**src/rtl/cesb_pkg.sv**
```systemverilog
// Constants, register map and carriers of the charger event and status bank.
// Assumes one 50 MHz core clock; nothing else is shared with other blocks.
`default_nettype none

package cesb_pkg;

	// ==========================================================
	// Register offsets on the register port
	localparam logic [7:0] ADDR_EVENT_FLAGS = 8'h10;
	localparam logic [7:0] ADDR_EVENT_MASK = 8'h11;
	localparam logic [7:0] ADDR_LIVE_STATUS = 8'h12;
	localparam logic [7:0] ADDR_INPUT_SENSE = 8'h13;

	// ==========================================================
	// Bit positions shared by the flag, mask and status registers
	localparam int BIT_ADAPT = 7;
	localparam int BIT_INPUT = 6;
	localparam int BIT_CURLIM = 5;
	localparam int BIT_CHARGER = 4;
	localparam int BIT_BATTERY = 3;
	localparam int BIT_DISCONNECT = 1;
	localparam int BIT_BYPASS = 0;

	// Positions that carry events; bit 2 is spare
	localparam logic [7:0] EVENT_BITS = 8'hfb;
	localparam logic [7:0] MASK_RESET = 8'hff;
	localparam logic [7:0] STATUS_RESET = 8'hbb;

	// ==========================================================
	// Detail register layout
	localparam int DTL_INPUT_LSB = 5;
	localparam int DTL_SENSE_LSB = 1;

	// ==========================================================
	// Detail code decodes
	localparam logic [1:0] INPUT_VALID_CODE = 2'h3;
	localparam logic [2:0] BATTERY_HEALTHY_CODE_A = 3'h3;
	localparam logic [2:0] BATTERY_HEALTHY_CODE_B = 3'h4;
	localparam logic [2:0] BATTERY_HEALTHY_CODE_C = 3'h7;
	localparam logic [3:0] BYPASS_NODE_HEALTHY_CODE = 4'h0;

	// ==========================================================
	// Timing
	localparam int CLK_HZ = 50_000_000;
	localparam int LIM_TIME_MS = 30;
	// Least time, exact at this rate so no rounding is lost
	localparam int LIM_CYC = (CLK_HZ / 1000) * LIM_TIME_MS;

	// ==========================================================
	// Carriers
	typedef struct packed {
		logic adaptive_input_current_limiting;
		logic [1:0] input_detail_code;
		logic at_current_limit;
		logic charger_healthy;
		logic [2:0] battery_detail_code;
		logic disconnect_state;
		logic [3:0] bypass_detail_code;
		logic [1:0] sense_line_detail_code;
	} cesb_raw_type;

	// Neutral levels held in the synchroniser during reset
	localparam cesb_raw_type RAW_RESET = '{
		adaptive_input_current_limiting: 1'b0,
		input_detail_code: 2'h0,
		at_current_limit: 1'b0,
		charger_healthy: 1'b1,
		battery_detail_code: 3'h3,
		disconnect_state: 1'b1,
		bypass_detail_code: 4'h0,
		sense_line_detail_code: 2'h0
	};

	typedef struct packed {
		logic [7:0] addr;
		logic rd;
		logic wr;
		logic [7:0] wdata;
	} cesb_reg_req_type;

endpackage : cesb_pkg

`default_nettype wire

```
**src/rtl/cesb_charger_event_status_bank.sv**
```systemverilog
// Charger event flags, event mask, live status and input/sense details.
// Assumes a register port from the serial front end: one-cycle rd/wr strobes,
// read data one cycle later; analog indicators arrive asynchronously.
//
// How it works
// - Flag bit 7 sets when the adaptive-limit status changes.
// - Flag bit 6 sets when the input-valid status changes.
// - Flag bit 5 sets when the current-limit status changes.
// - Flag bit 4 sets when the charger status changes.
// - Flag bit 3 sets when the battery status changes.
// - Flag bit 1 sets when the disconnect status changes.
// - Flag bit 0 sets when the bypass status changes.
// - Reading the flag register returns the flags, then clears them.
// - Mask bit 1 hides its event, 0 passes it; all reset to 1.
// - Adaptive-limit status is 0 while limiting, 1 otherwise.
// - Input-valid status is 1 only when input detail code is 3.
// - Current-limit status clears after 30 ms at limit, sets when below.
// - Battery status is 1 only for battery codes 3, 4 or 7.
// - Bypass status is 0 for any nonzero bypass code, else 1.
// - Input detail code 3 means valid input; 0 to 2 invalid.
// - Sense detail: 0 both connected, 1 plus open, 2 minus, 3 both.
`timescale 1ns/1ps
`default_nettype none

module cesb_charger_event_status_bank #(
	parameter int LIMIT_CYCLES = cesb_pkg::LIM_CYC
) (
	input wire logic i_core_clk,                        // Core clock, 50 MHz
	input wire logic i_rst_b,                           // Async reset, active low
	input wire cesb_pkg::cesb_raw_type i_raw,           // Analog indicators
	input wire cesb_pkg::cesb_reg_req_type i_reg_req,   // Register request
	output logic [7:0] o_reg_rdata,                     // Read data
	output logic o_reg_rvalid,                          // Read data valid
	output logic o_irq                                  // Summary interrupt
);
	import cesb_pkg::*;

	localparam int CNT_W = $clog2(LIMIT_CYCLES + 1);
	localparam logic [CNT_W-1:0] LIM_TOP = CNT_W'(LIMIT_CYCLES);

	cesb_raw_type raw_s;
	logic [7:0] status_q;
	logic [7:0] status_d;
	logic [7:0] flags_q;
	logic [7:0] status_diff;
	logic [7:0] flag_set;
	logic [7:0] mask_q;
	logic [7:0] details;
	logic [7:0] rd_mux;
	logic [CNT_W-1:0] lim_cnt_q;
	logic rd_flags;
	logic wr_mask;

	// ==========================================================
	// Helpers
	function automatic logic bat_is_ok(input logic [2:0] code);
		bat_is_ok = (code == BATTERY_HEALTHY_CODE_A) || (code == BATTERY_HEALTHY_CODE_B) ||
			(code == BATTERY_HEALTHY_CODE_C);
	endfunction : bat_is_ok

	function automatic logic any_unmasked(input logic [7:0] flags, input logic [7:0] mask);
		any_unmasked = |(flags & ~mask & EVENT_BITS);
	endfunction : any_unmasked

	// ==========================================================
	// Indicator synchroniser
	cesb_sync3 #(
		.W($bits(cesb_raw_type)),
		.RST_VAL(RAW_RESET)
	) u_sync (
		.i_core_clk(i_core_clk),
		.i_rst_b(i_rst_b),
		.i_async(i_raw),
		.o_level(raw_s)
	);

	// ==========================================================
	// Current-limit dwell counter; saturates so a long limit stays seen
	always_ff @(posedge i_core_clk or negedge i_rst_b)
	begin
		if (!i_rst_b)
			lim_cnt_q <= '0;
		else if (!raw_s.at_current_limit)
			lim_cnt_q <= '0;
		else if (lim_cnt_q != LIM_TOP)
			lim_cnt_q <= lim_cnt_q + CNT_W'(1);
	end

	// ==========================================================
	// Live status decode
	always_comb
	begin
		status_d = '0;
		status_d[BIT_ADAPT] = ~raw_s.adaptive_input_current_limiting;
		status_d[BIT_INPUT] = (raw_s.input_detail_code == INPUT_VALID_CODE);
		status_d[BIT_CURLIM] = ~(raw_s.at_current_limit && (lim_cnt_q == LIM_TOP));
		status_d[BIT_CHARGER] = raw_s.charger_healthy;
		status_d[BIT_BATTERY] = bat_is_ok(raw_s.battery_detail_code);
		status_d[BIT_DISCONNECT] = raw_s.disconnect_state;
		status_d[BIT_BYPASS] = (raw_s.bypass_detail_code == BYPASS_NODE_HEALTHY_CODE);
	end

	// Registered so the flag logic compares against a stable copy
	always_ff @(posedge i_core_clk or negedge i_rst_b)
	begin
		if (!i_rst_b)
			status_q <= STATUS_RESET;
		else
			status_q <= status_d;
	end

	// ==========================================================
	// Detail register; codes pass straight from the analog front end
	always_comb
	begin
		details = '0;
		details[DTL_INPUT_LSB +: 2] = raw_s.input_detail_code;
		details[DTL_SENSE_LSB +: 2] = raw_s.sense_line_detail_code;
	end

	// ==========================================================
	// Register port decode
	assign rd_flags = i_reg_req.rd && (i_reg_req.addr == ADDR_EVENT_FLAGS);
	assign wr_mask = i_reg_req.wr && (i_reg_req.addr == ADDR_EVENT_MASK);

	// Status edges seen at the next clock
	assign status_diff = status_d ^ status_q;

	// Change detect per event position; bit 2 is spare and never sets
	always_comb
	begin
		flag_set = '0;
		flag_set[BIT_ADAPT] = status_diff[BIT_ADAPT];
		flag_set[BIT_INPUT] = status_diff[BIT_INPUT];
		flag_set[BIT_CURLIM] = status_diff[BIT_CURLIM];
		flag_set[BIT_CHARGER] = status_diff[BIT_CHARGER];
		flag_set[BIT_BATTERY] = status_diff[BIT_BATTERY];
		flag_set[BIT_DISCONNECT] = status_diff[BIT_DISCONNECT];
		flag_set[BIT_BYPASS] = status_diff[BIT_BYPASS];
	end

	// Change flags; a change in the read cycle survives the clear
	always_ff @(posedge i_core_clk or negedge i_rst_b)
	begin
		if (!i_rst_b)
			flags_q <= '0;
		else
			flags_q <= (rd_flags ? 8'h00 : flags_q) | flag_set;
	end

	// Event mask, all masked after reset
	always_ff @(posedge i_core_clk or negedge i_rst_b)
	begin
		if (!i_rst_b)
			mask_q <= MASK_RESET;
		else if (wr_mask)
			mask_q <= i_reg_req.wdata;
	end

	// Read multiplexer; unmapped offsets read as zero
	always_comb
	begin
		unique case (i_reg_req.addr)
			ADDR_EVENT_FLAGS: rd_mux = flags_q;
			ADDR_EVENT_MASK: rd_mux = mask_q;
			ADDR_LIVE_STATUS: rd_mux = status_q;
			ADDR_INPUT_SENSE: rd_mux = details;
			default: rd_mux = '0;
		endcase
	end

	// Read data from a flop, one cycle after the strobe
	always_ff @(posedge i_core_clk or negedge i_rst_b)
	begin
		if (!i_rst_b)
		begin
			o_reg_rdata <= '0;
			o_reg_rvalid <= 1'b0;
		end
		else
		begin
			o_reg_rvalid <= i_reg_req.rd;
			if (i_reg_req.rd)
				o_reg_rdata <= rd_mux;
		end
	end

	// ==========================================================
	// Summary interrupt, level, gated by the mask
	assign o_irq = any_unmasked(flags_q, mask_q);

	// ==========================================================
	// Checks
	property p_flag_sets;
		@(posedge i_core_clk) disable iff (!i_rst_b)
		((status_q ^ $past(status_q)) & EVENT_BITS) != 8'h00
		|-> (((status_q ^ $past(status_q)) & EVENT_BITS) & ~flags_q) == 8'h00;
	endproperty
	a_flag_sets: assert property (p_flag_sets)
		else $error("status change did not set its flag");

	property p_read_clears;
		@(posedge i_core_clk) disable iff (!i_rst_b)
		(rd_flags && (status_d == status_q))
		|=> (flags_q == 8'h00) && o_reg_rvalid && (o_reg_rdata == $past(flags_q));
	endproperty
	a_read_clears: assert property (p_read_clears)
		else $error("flag read did not return and clear flags");

	property p_masked_quiet;
		@(posedge i_core_clk) disable iff (!i_rst_b)
		((mask_q & EVENT_BITS) == EVENT_BITS) |-> !o_irq;
	endproperty
	a_masked_quiet: assert property (p_masked_quiet)
		else $error("interrupt raised with every event masked");

	property p_mask_write;
		@(posedge i_core_clk) disable iff (!i_rst_b)
		(wr_mask && (flags_q != 8'h00) && !rd_flags)
		|=> (mask_q == $past(i_reg_req.wdata))
			&& (o_irq == any_unmasked($past(flags_q) | $past(flag_set),
				$past(i_reg_req.wdata)));
	endproperty
	a_mask_write: assert property (p_mask_write)
		else $error("mask write did not gate interrupt");

	property p_adapt;
		@(posedge i_core_clk) disable iff (!i_rst_b)
		$changed(raw_s.adaptive_input_current_limiting)
		|=> status_q[BIT_ADAPT] == !$past(raw_s.adaptive_input_current_limiting);
	endproperty
	a_adapt: assert property (p_adapt)
		else $error("adaptive limit status wrong");

	property p_input_valid;
		@(posedge i_core_clk) disable iff (!i_rst_b)
		##1 (status_q[BIT_INPUT] == ($past(raw_s.input_detail_code) == INPUT_VALID_CODE));
	endproperty
	a_input_valid: assert property (p_input_valid)
		else $error("input valid status wrong");

	property p_limit_dwell;
		@(posedge i_core_clk) disable iff (!i_rst_b)
		(raw_s.at_current_limit && (lim_cnt_q == LIM_TOP - CNT_W'(1)))
		##1 raw_s.at_current_limit |=> !status_q[BIT_CURLIM];
	endproperty
	a_limit_dwell: assert property (p_limit_dwell)
		else $error("current limit status not cleared after dwell");

	property p_limit_release;
		@(posedge i_core_clk) disable iff (!i_rst_b)
		!raw_s.at_current_limit |=> status_q[BIT_CURLIM] && (lim_cnt_q == '0);
	endproperty
	a_limit_release: assert property (p_limit_release)
		else $error("current limit status not set below limit");

	property p_battery;
		@(posedge i_core_clk) disable iff (!i_rst_b)
		$changed(raw_s.battery_detail_code)
		|=> status_q[BIT_BATTERY] == bat_is_ok($past(raw_s.battery_detail_code));
	endproperty
	a_battery: assert property (p_battery)
		else $error("battery status wrong");

	property p_bypass;
		@(posedge i_core_clk) disable iff (!i_rst_b)
		(raw_s.bypass_detail_code != BYPASS_NODE_HEALTHY_CODE) |=> !status_q[BIT_BYPASS];
	endproperty
	a_bypass: assert property (p_bypass)
		else $error("bypass status not low on nonzero code");

	property p_input_flag;
		@(posedge i_core_clk) disable iff (!i_rst_b)
		$changed(status_q[BIT_INPUT]) |-> flags_q[BIT_INPUT];
	endproperty
	a_input_flag: assert property (p_input_flag)
		else $error("input valid change did not set its flag");

	property p_curlim_flag;
		@(posedge i_core_clk) disable iff (!i_rst_b)
		$changed(status_q[BIT_CURLIM]) |-> flags_q[BIT_CURLIM];
	endproperty
	a_curlim_flag: assert property (p_curlim_flag)
		else $error("current limit change did not set its flag");

	property p_charger;
		@(posedge i_core_clk) disable iff (!i_rst_b)
		$changed(raw_s.charger_healthy)
		|=> status_q[BIT_CHARGER] == $past(raw_s.charger_healthy);
	endproperty
	a_charger: assert property (p_charger)
		else $error("charger status wrong");

	property p_battery_flag;
		@(posedge i_core_clk) disable iff (!i_rst_b)
		$changed(status_q[BIT_BATTERY]) |-> flags_q[BIT_BATTERY];
	endproperty
	a_battery_flag: assert property (p_battery_flag)
		else $error("battery change did not set its flag");

	property p_disconnect;
		@(posedge i_core_clk) disable iff (!i_rst_b)
		$changed(raw_s.disconnect_state)
		|=> status_q[BIT_DISCONNECT] == $past(raw_s.disconnect_state);
	endproperty
	a_disconnect: assert property (p_disconnect)
		else $error("disconnect status wrong");

	property p_bypass_flag;
		@(posedge i_core_clk) disable iff (!i_rst_b)
		$changed(status_q[BIT_BYPASS]) |-> flags_q[BIT_BYPASS];
	endproperty
	a_bypass_flag: assert property (p_bypass_flag)
		else $error("bypass change did not set its flag");

	property p_details;
		@(posedge i_core_clk) disable iff (!i_rst_b)
		(i_reg_req.rd && (i_reg_req.addr == ADDR_INPUT_SENSE))
		|=> o_reg_rvalid
			&& (o_reg_rdata[DTL_INPUT_LSB +: 2] == $past(raw_s.input_detail_code))
			&& (o_reg_rdata[DTL_SENSE_LSB +: 2] == $past(raw_s.sense_line_detail_code));
	endproperty
	a_details: assert property (p_details)
		else $error("detail register read wrong");

endmodule : cesb_charger_event_status_bank

`default_nettype wire

```
**src/rtl/cesb_sync3.sv**
```systemverilog
// Three-stage synchroniser for a vector of slow levels from outside the clock.
// Assumes the levels change far more slowly than the clock.
`timescale 1ns/1ps
`default_nettype none

module cesb_sync3 #(
	parameter int W = 1,
	parameter logic [W-1:0] RST_VAL = '0
) (
	input wire logic i_core_clk,       // Core clock
	input wire logic i_rst_b,          // Async reset, active low
	input wire logic [W-1:0] i_async,  // Raw levels
	output logic [W-1:0] o_level       // Qualified levels
);

	logic [W-1:0] s1_q;
	logic [W-1:0] s2_q;
	logic [W-1:0] s3_q;

	// ==========================================================
	// Shift chain; s1 feeds only s2 to keep metastability contained
	always_ff @(posedge i_core_clk or negedge i_rst_b)
	begin
		if (!i_rst_b)
		begin
			s1_q <= RST_VAL;
			s2_q <= RST_VAL;
			s3_q <= RST_VAL;
		end
		else
		begin
			s1_q <= i_async;
			s2_q <= s1_q;
			s3_q <= s2_q;
		end
	end

	// Per bit, a change counts once stages two and three agree
	always_ff @(posedge i_core_clk or negedge i_rst_b)
	begin
		if (!i_rst_b)
			o_level <= RST_VAL;
		else
			o_level <= (s2_q & ~(s2_q ^ s3_q)) | (o_level & (s2_q ^ s3_q));
	end

endmodule : cesb_sync3

`default_nettype wire

```
**config.mk**
```make
export PLATFORM = sky130hd
export DESIGN_NAME = cesb_charger_event_status_bank
export DESIGN_NICKNAME = d
export VERILOG_FILES = /design/src/rtl/cesb_pkg.sv /design/src/rtl/cesb_charger_event_status_bank.sv /design/src/rtl/cesb_sync3.sv
export SDC_FILE = /design/constraint.sdc
export NUM_CORES = 1
export LEC_CHECK = 0
export BUFFER_PORTS_ARGS = -buffer_cell sky130_fd_sc_hd__clkbuf_2
export CELL_PAD_IN_SITES_DETAIL_PLACEMENT = 0
export CELL_PAD_IN_SITES_GLOBAL_PLACEMENT = 1
export CORE_MARGIN = 4
export CORE_UTILIZATION = 50
export DETAILED_ROUTE_END_ITERATION = 6
export HOLD_SLACK_MARGIN = 0.05
export PLACE_DENSITY = 0.9
export SLEW_MARGIN = 25
export SYNTH_ARGS = -nofsm -noshare
export SYNTH_HDL_FRONTEND = slang
export SYNTH_HIERARCHICAL = 1
export SYNTH_SLANG_ARGS = --single-unit
```
**constraint.sdc**
```tcl
create_clock -name i_core_clk -period 2.8 [get_ports i_core_clk]
set_clock_uncertainty 0.1 [all_clocks]
set_input_delay 0.7 -clock i_core_clk [delete_from_list [all_inputs] [get_ports i_core_clk]]
set_output_delay 0.7 -clock i_core_clk [all_outputs]
set_load 0.01 [all_outputs]
```
# Word level (Yosys, flattened, before mapping)
# Index checks and enable logic that the tools add are counted.
# Widths: inputs -> output; s select.
# classes
n_addsub,1
n_eq_ne,11
n_mux,4
bitwise_logic,11
reduce_logical,7
# op_table
operator,n
$mux 21,2
$eq 8x5->1 const B,4
$pmux 8 s4,1
$and 15x15->15,2
$add 21x1->21 const B,1
$eq 21x21->1 const B,1
$ne 21x21->1 const B,1
$not 15->15,1
$or 15x15->15,1
$xor 15x15->15,1
$and 8x8->8,1
$mux 8,1
$not 8->8,1
$or 8x8->8,1
$xor 8x8->8,1
$reduce_or 7->1,1
$eq 3x3->1 const B,2
$logic_not 4->1,1
$eq 3x2->1 const B,1
$logic_and 1x1->1,3
$eq 2x2->1 const B,1
$logic_or 1x1->1,2
$ne 2x2->1 const B,1
$not 1->1,2
# word_totals
reg_bits,113
input_bits,35
output_inout_bits,10
word_cells,44

# Longest topological paths before layout
# logic_depth
ltp_word,5
ltp_mapped,6
mapped_depth_nobuf,6

# Modules after synthesis
# The synthesis kept the hierarchy.
# by_module_without_submodules
mod,n_inst,cells_each,area_per_inst_um2,seq_area_each_um2
cesb_charger_event_status_bank,1,236,2494.9,1318.8
cesb_sync3,1,75,1690.4,1521.5

# Least setup slack after synthesis
# OpenSTA, ideal clock, no wires.
# synth_timing
path_kind,input to register
from,in i_reg_req[15] (netlist bit)
to,reg flags_q[3]
setup_time_ps,118
t_arrival_ps,2042
required_time_ps,2582
setup_slack_ps,540
path_stages,4
path_buffers,1
cell_sequence,or4b_1 -> or4_1 -> clkbuf_1 -> a21o_1
# synth_between
elab_chain_cells,4
# synth_lines
element,line,text
from (decl),cesb_charger_event_status_bank.sv:31,"input wire cesb_pkg::cesb_reg_req_type i_reg_req,"
$eq 8x5->1,cesb_charger_event_status_bank.sv:123,assign rd_flags = i_reg_req.rd && (i_reg_req.addr == ADDR_EVENT_FLAGS);
$logic_and 1x1->1,cesb_charger_event_status_bank.sv:123,
$mux 8,cesb_charger_event_status_bank.sv:148,flags_q <= (rd_flags ? 8'h00 : flags_q) | flag_set;
$or 8x8->8,cesb_charger_event_status_bank.sv:148,
to (signal assigned),cesb_charger_event_status_bank.sv:148,
to (decl),cesb_charger_event_status_bank.sv:44,logic [7:0] flags_q;
# No other way between the ends.
# A chain may end at the register's enable or synchronous reset.

# Worst setup path after layout
# layout_timing
from,reg mask_q[5]
to,out o_irq
# layout_between
elab_chain_cells,3
# layout_lines
element,line,text
from (decl),cesb_charger_event_status_bank.sv:47,logic [7:0] mask_q;
from (signal assigned),cesb_charger_event_status_bank.sv:157,mask_q <= i_reg_req.wdata;
$not 8->8,cesb_charger_event_status_bank.sv:62,any_unmasked = |(flags & ~mask & EVENT_BITS);
$and 8x8->8,cesb_charger_event_status_bank.sv:62,
$reduce_or 7->1,cesb_charger_event_status_bank.sv:62,
to (decl),cesb_charger_event_status_bank.sv:34,output logic o_irq
# No other way between the ends.

==> flow_metrics.tcl <==
set metrics [dict create \
    p_total_w 0.00278 \
    numCtsBuffers 9 \
    cts_hold_buf 0 \
    synth_ff_type "dfrtp_1" \
    cts_resized 0 \
    final_util 0.576 \
    root_buffer "clkbuf_8" \
    cts_max_path_buffers 2 \
    syn_inst 311 \
    die_h_um 99.5 \
    gr-total-overflow 0 \
    rows 33 \
    rsz0062_at_grt "false" \
    status "finished clean" \
    post_cts_buffers 0 \
    hpwl_mm 4.63 \
    area_delta_synth_final_pct 12.6 \
    grt.total_usage 0.144 \
    p_leak_nw 2.08 \
    swShare 0.232 \
    drt_iter0_drc 75 \
    antenna_found_initial 0 \
    worst_path_largest_cell_delay_ps 560 \
    seq_power_share 0.636 \
    synth_most_common_cell "dfrtp_1" \
    max_freq_ghz 0.437 \
    fin_nets 399 \
    cts_tree "built" \
    wirelength_mm 6.54 \
    synth_area_leaders "dfrtp_1 49%, dfstp_2 19%, maj3_2 4.0%, xor2_1 2.9%, mux2_2 2.4%" \
    worst_pin_slew_ps 524 \
    drive_gt1_frac 0.335 \
    portBuffers 44 \
    vias 2414 \
    yosysWarnings 6 \
    p_per_area_nw_per_um2 590 \
    diodes 0 \
    async_flop_share 1.00 \
    avgSynthCellArea_sq_um 13.5 \
    crit_fanout 3 \
    endpoint "o_irq" \
    critPathSlowestCell "dfstp_2" \
    final_cells 472 \
    synth_seq_cells 112 \
    crit_arrival_ps 1490 \
    synth_top_cell_by_area "dfrtp_1" \
    switchingPower_w 0.000646 \
    worstReg2RegStart "lim_cnt_q[1]$_DFFE_PN0P_" \
    synth_common_cells "82 x dfrtp_1, 30 x dfstp_2, 21 x inv_1" \
    synth_top_cell_area_share 0.490 \
    end_kind "output pin" \
    combinationalPowerShare 0.065 \
    path_clk_slew_ps 100 \
    setup_tns_ps 0 \
    dp_cells 456 \
    hold_viol_final 0 \
    p_int_w 0.00213 \
    clockPowerShare 0.300 \
    wl_per_cell_um 13.9 \
    ant_nets 0 \
    crit_chain "o22ai_1, a221oi_1, nand2_1, clkbuf_2" \
    fp.dieArea_sq_um 9900 \
    path_buf_inv 1 \
    die_w_um 99.5 \
    ioPinCount 45 \
    routed_via_density 5.11 \
    clk_latency_ps 360 \
    crit_type "register to output pin" \
    startpoint_type "register" \
    coreArea_sq_um 8180 \
    start_util 0.512 \
    syn_nets 348 \
    hold_class "input port to asynchronous set/reset pin" \
    cts_max_level 3 \
    fin_crit_sh 0.817 \
    finalCriticalPeriod_ps 2290 \
    ys_seq_area_frac 0.679 \
    synth_edf_count 0 \
    clkSinkCount 112 \
    firstDrtPassIters 4 \
    setup_viol 0 \
    crit_family "flip-flops" \
    grt_pass1_vias 2437 \
    ys_types 43 \
    critPathLaunch "mask_q[5]$_DFFE_PN1P_" \
    crit-reg2reg-capture "lim_cnt_q[20]$_DFFE_PN0P_" \
    required_ps 2000 \
    rr_worst_depth 5 \
    netlist_area_sq_um 4190 \
    drv_cap 0 \
    reg2reg_slack_ps 750 \
    report.final.slew_viol_count 0 \
    grt_pass1_wl_mm 11.3 \
    ir_drop_v 0.000257 \
    slew_headroom 0.647 \
    cp.depth 4 \
    grt_max_degree 53 \
    gp_congestion 0.810 \
    drc 0 \
]
==> power by group through the flow <==
stage | sequential (W) | combinational [W] | clock (W)
2_1_floorplan | 0.00179 | 0.000102 | 0
3_3_place_gp | 0.00180 | 0.000179 | 0
3_5_place_dp | 0.00180 | 0.000184 | 0
4_1_cts | 0.00177 | 0.000185 | 0.000869
5_1_grt | 0.00178 | 0.000203 | 0.000945
6_report | 0.00177 | 0.000180 | 0.000833
==> layout by cell type, fill, tap and decap left out, types with 2 or more instances in the layout <==
cell	instances
ha_1	2
nand2_1	20
maj3_2	15
or4_1	3
clkbuf_1	3
a21oi_1	10
dfstp_2	30
xnor2_1	4
o21ai_0	10
clkbuf_2	43
buf_4	4
o22ai_1	7
nand3_1	7
nand4_1	11
and4_1	4
mux4_2	3
and2_1	3
dfrtp_1	82
inv_1	21
clkbuf_8	9
mux2_2	9
clkinv_4	2
mux2i_1	6
nand2b_1	2
or3_1	4
nor2_1	17
xor2_1	14
==> kinds of logic (layout without fill, tap and decap cells) <==
logic type | Yosys count | in the layout | synth area share
flops | 112 | 112 | 0.679
simple gates | 82 | 82 | 0.107
compound gates | 34 | 34 | 0.0475
buf+inv | 30 | 86 | 0.0284
xor+xnor | 18 | 18 | 0.0377
mux | 18 | 18 | 0.0547
fa+ha+maj | 17 | 17 | 0.0463
==> metrics by stage <==
| step | setup slack, ps | hold slack, ps | cell area [sq um] |
|---|---|---|---|
| CTS | 477 | 193 | 4710 |
| global placement | 346 | 232 | 4550 |
| floorplan | 540 | 231 | 4190 |
| finish | 512 | 191 | 4710 |
| global route | 388 | 198 | 4710 |
| detailed placement | 266 | 235 | 4550 |
==> layer usage <==
metal,vias up,global-route usage,share of wire
li1,1180,-,-
met1,1180,0.194,0.48
met2,45,0.226,0.46
met3,9,0.0428,0.051
met4,0,0.0504,0.013
met5,-,0,0
==> layout make-up <==
class | count | area (sq um)
clock buffer | 12 | 135
timing repair buffer | 48 | 265
inverter | 22 | 82.6
tap | 105 | 131
sequential | 112 | 2840
clock inverter | 4 | 31.3
multi-input combinational | 169 | 1230
fill | 694 | 3460
==> worst min-delay path by stage <==
stage                             startpoint                          to  slack, ps  depth (start not counted)
detailed placement  u_sync/s1_q[0]$_DFF_PN0_    u_sync/s2_q[0]$_DFF_PN0_        230                          0
global route                         i_rst_b  o_reg_rdata[2]$_DFFE_PN0P_        200                          1
CTS                                  i_rst_b  o_reg_rdata[2]$_DFFE_PN0P_        190                          1
finish                               i_rst_b  o_reg_rdata[2]$_DFFE_PN0P_        190                          1
global placement    u_sync/s1_q[2]$_DFF_PN0_    u_sync/s2_q[2]$_DFF_PN0_        230                          0
floorplan           u_sync/s1_q[0]$_DFF_PN0_    u_sync/s2_q[0]$_DFF_PN0_        230                          0
No activity file was read; power rests on OpenSTA's default activity.
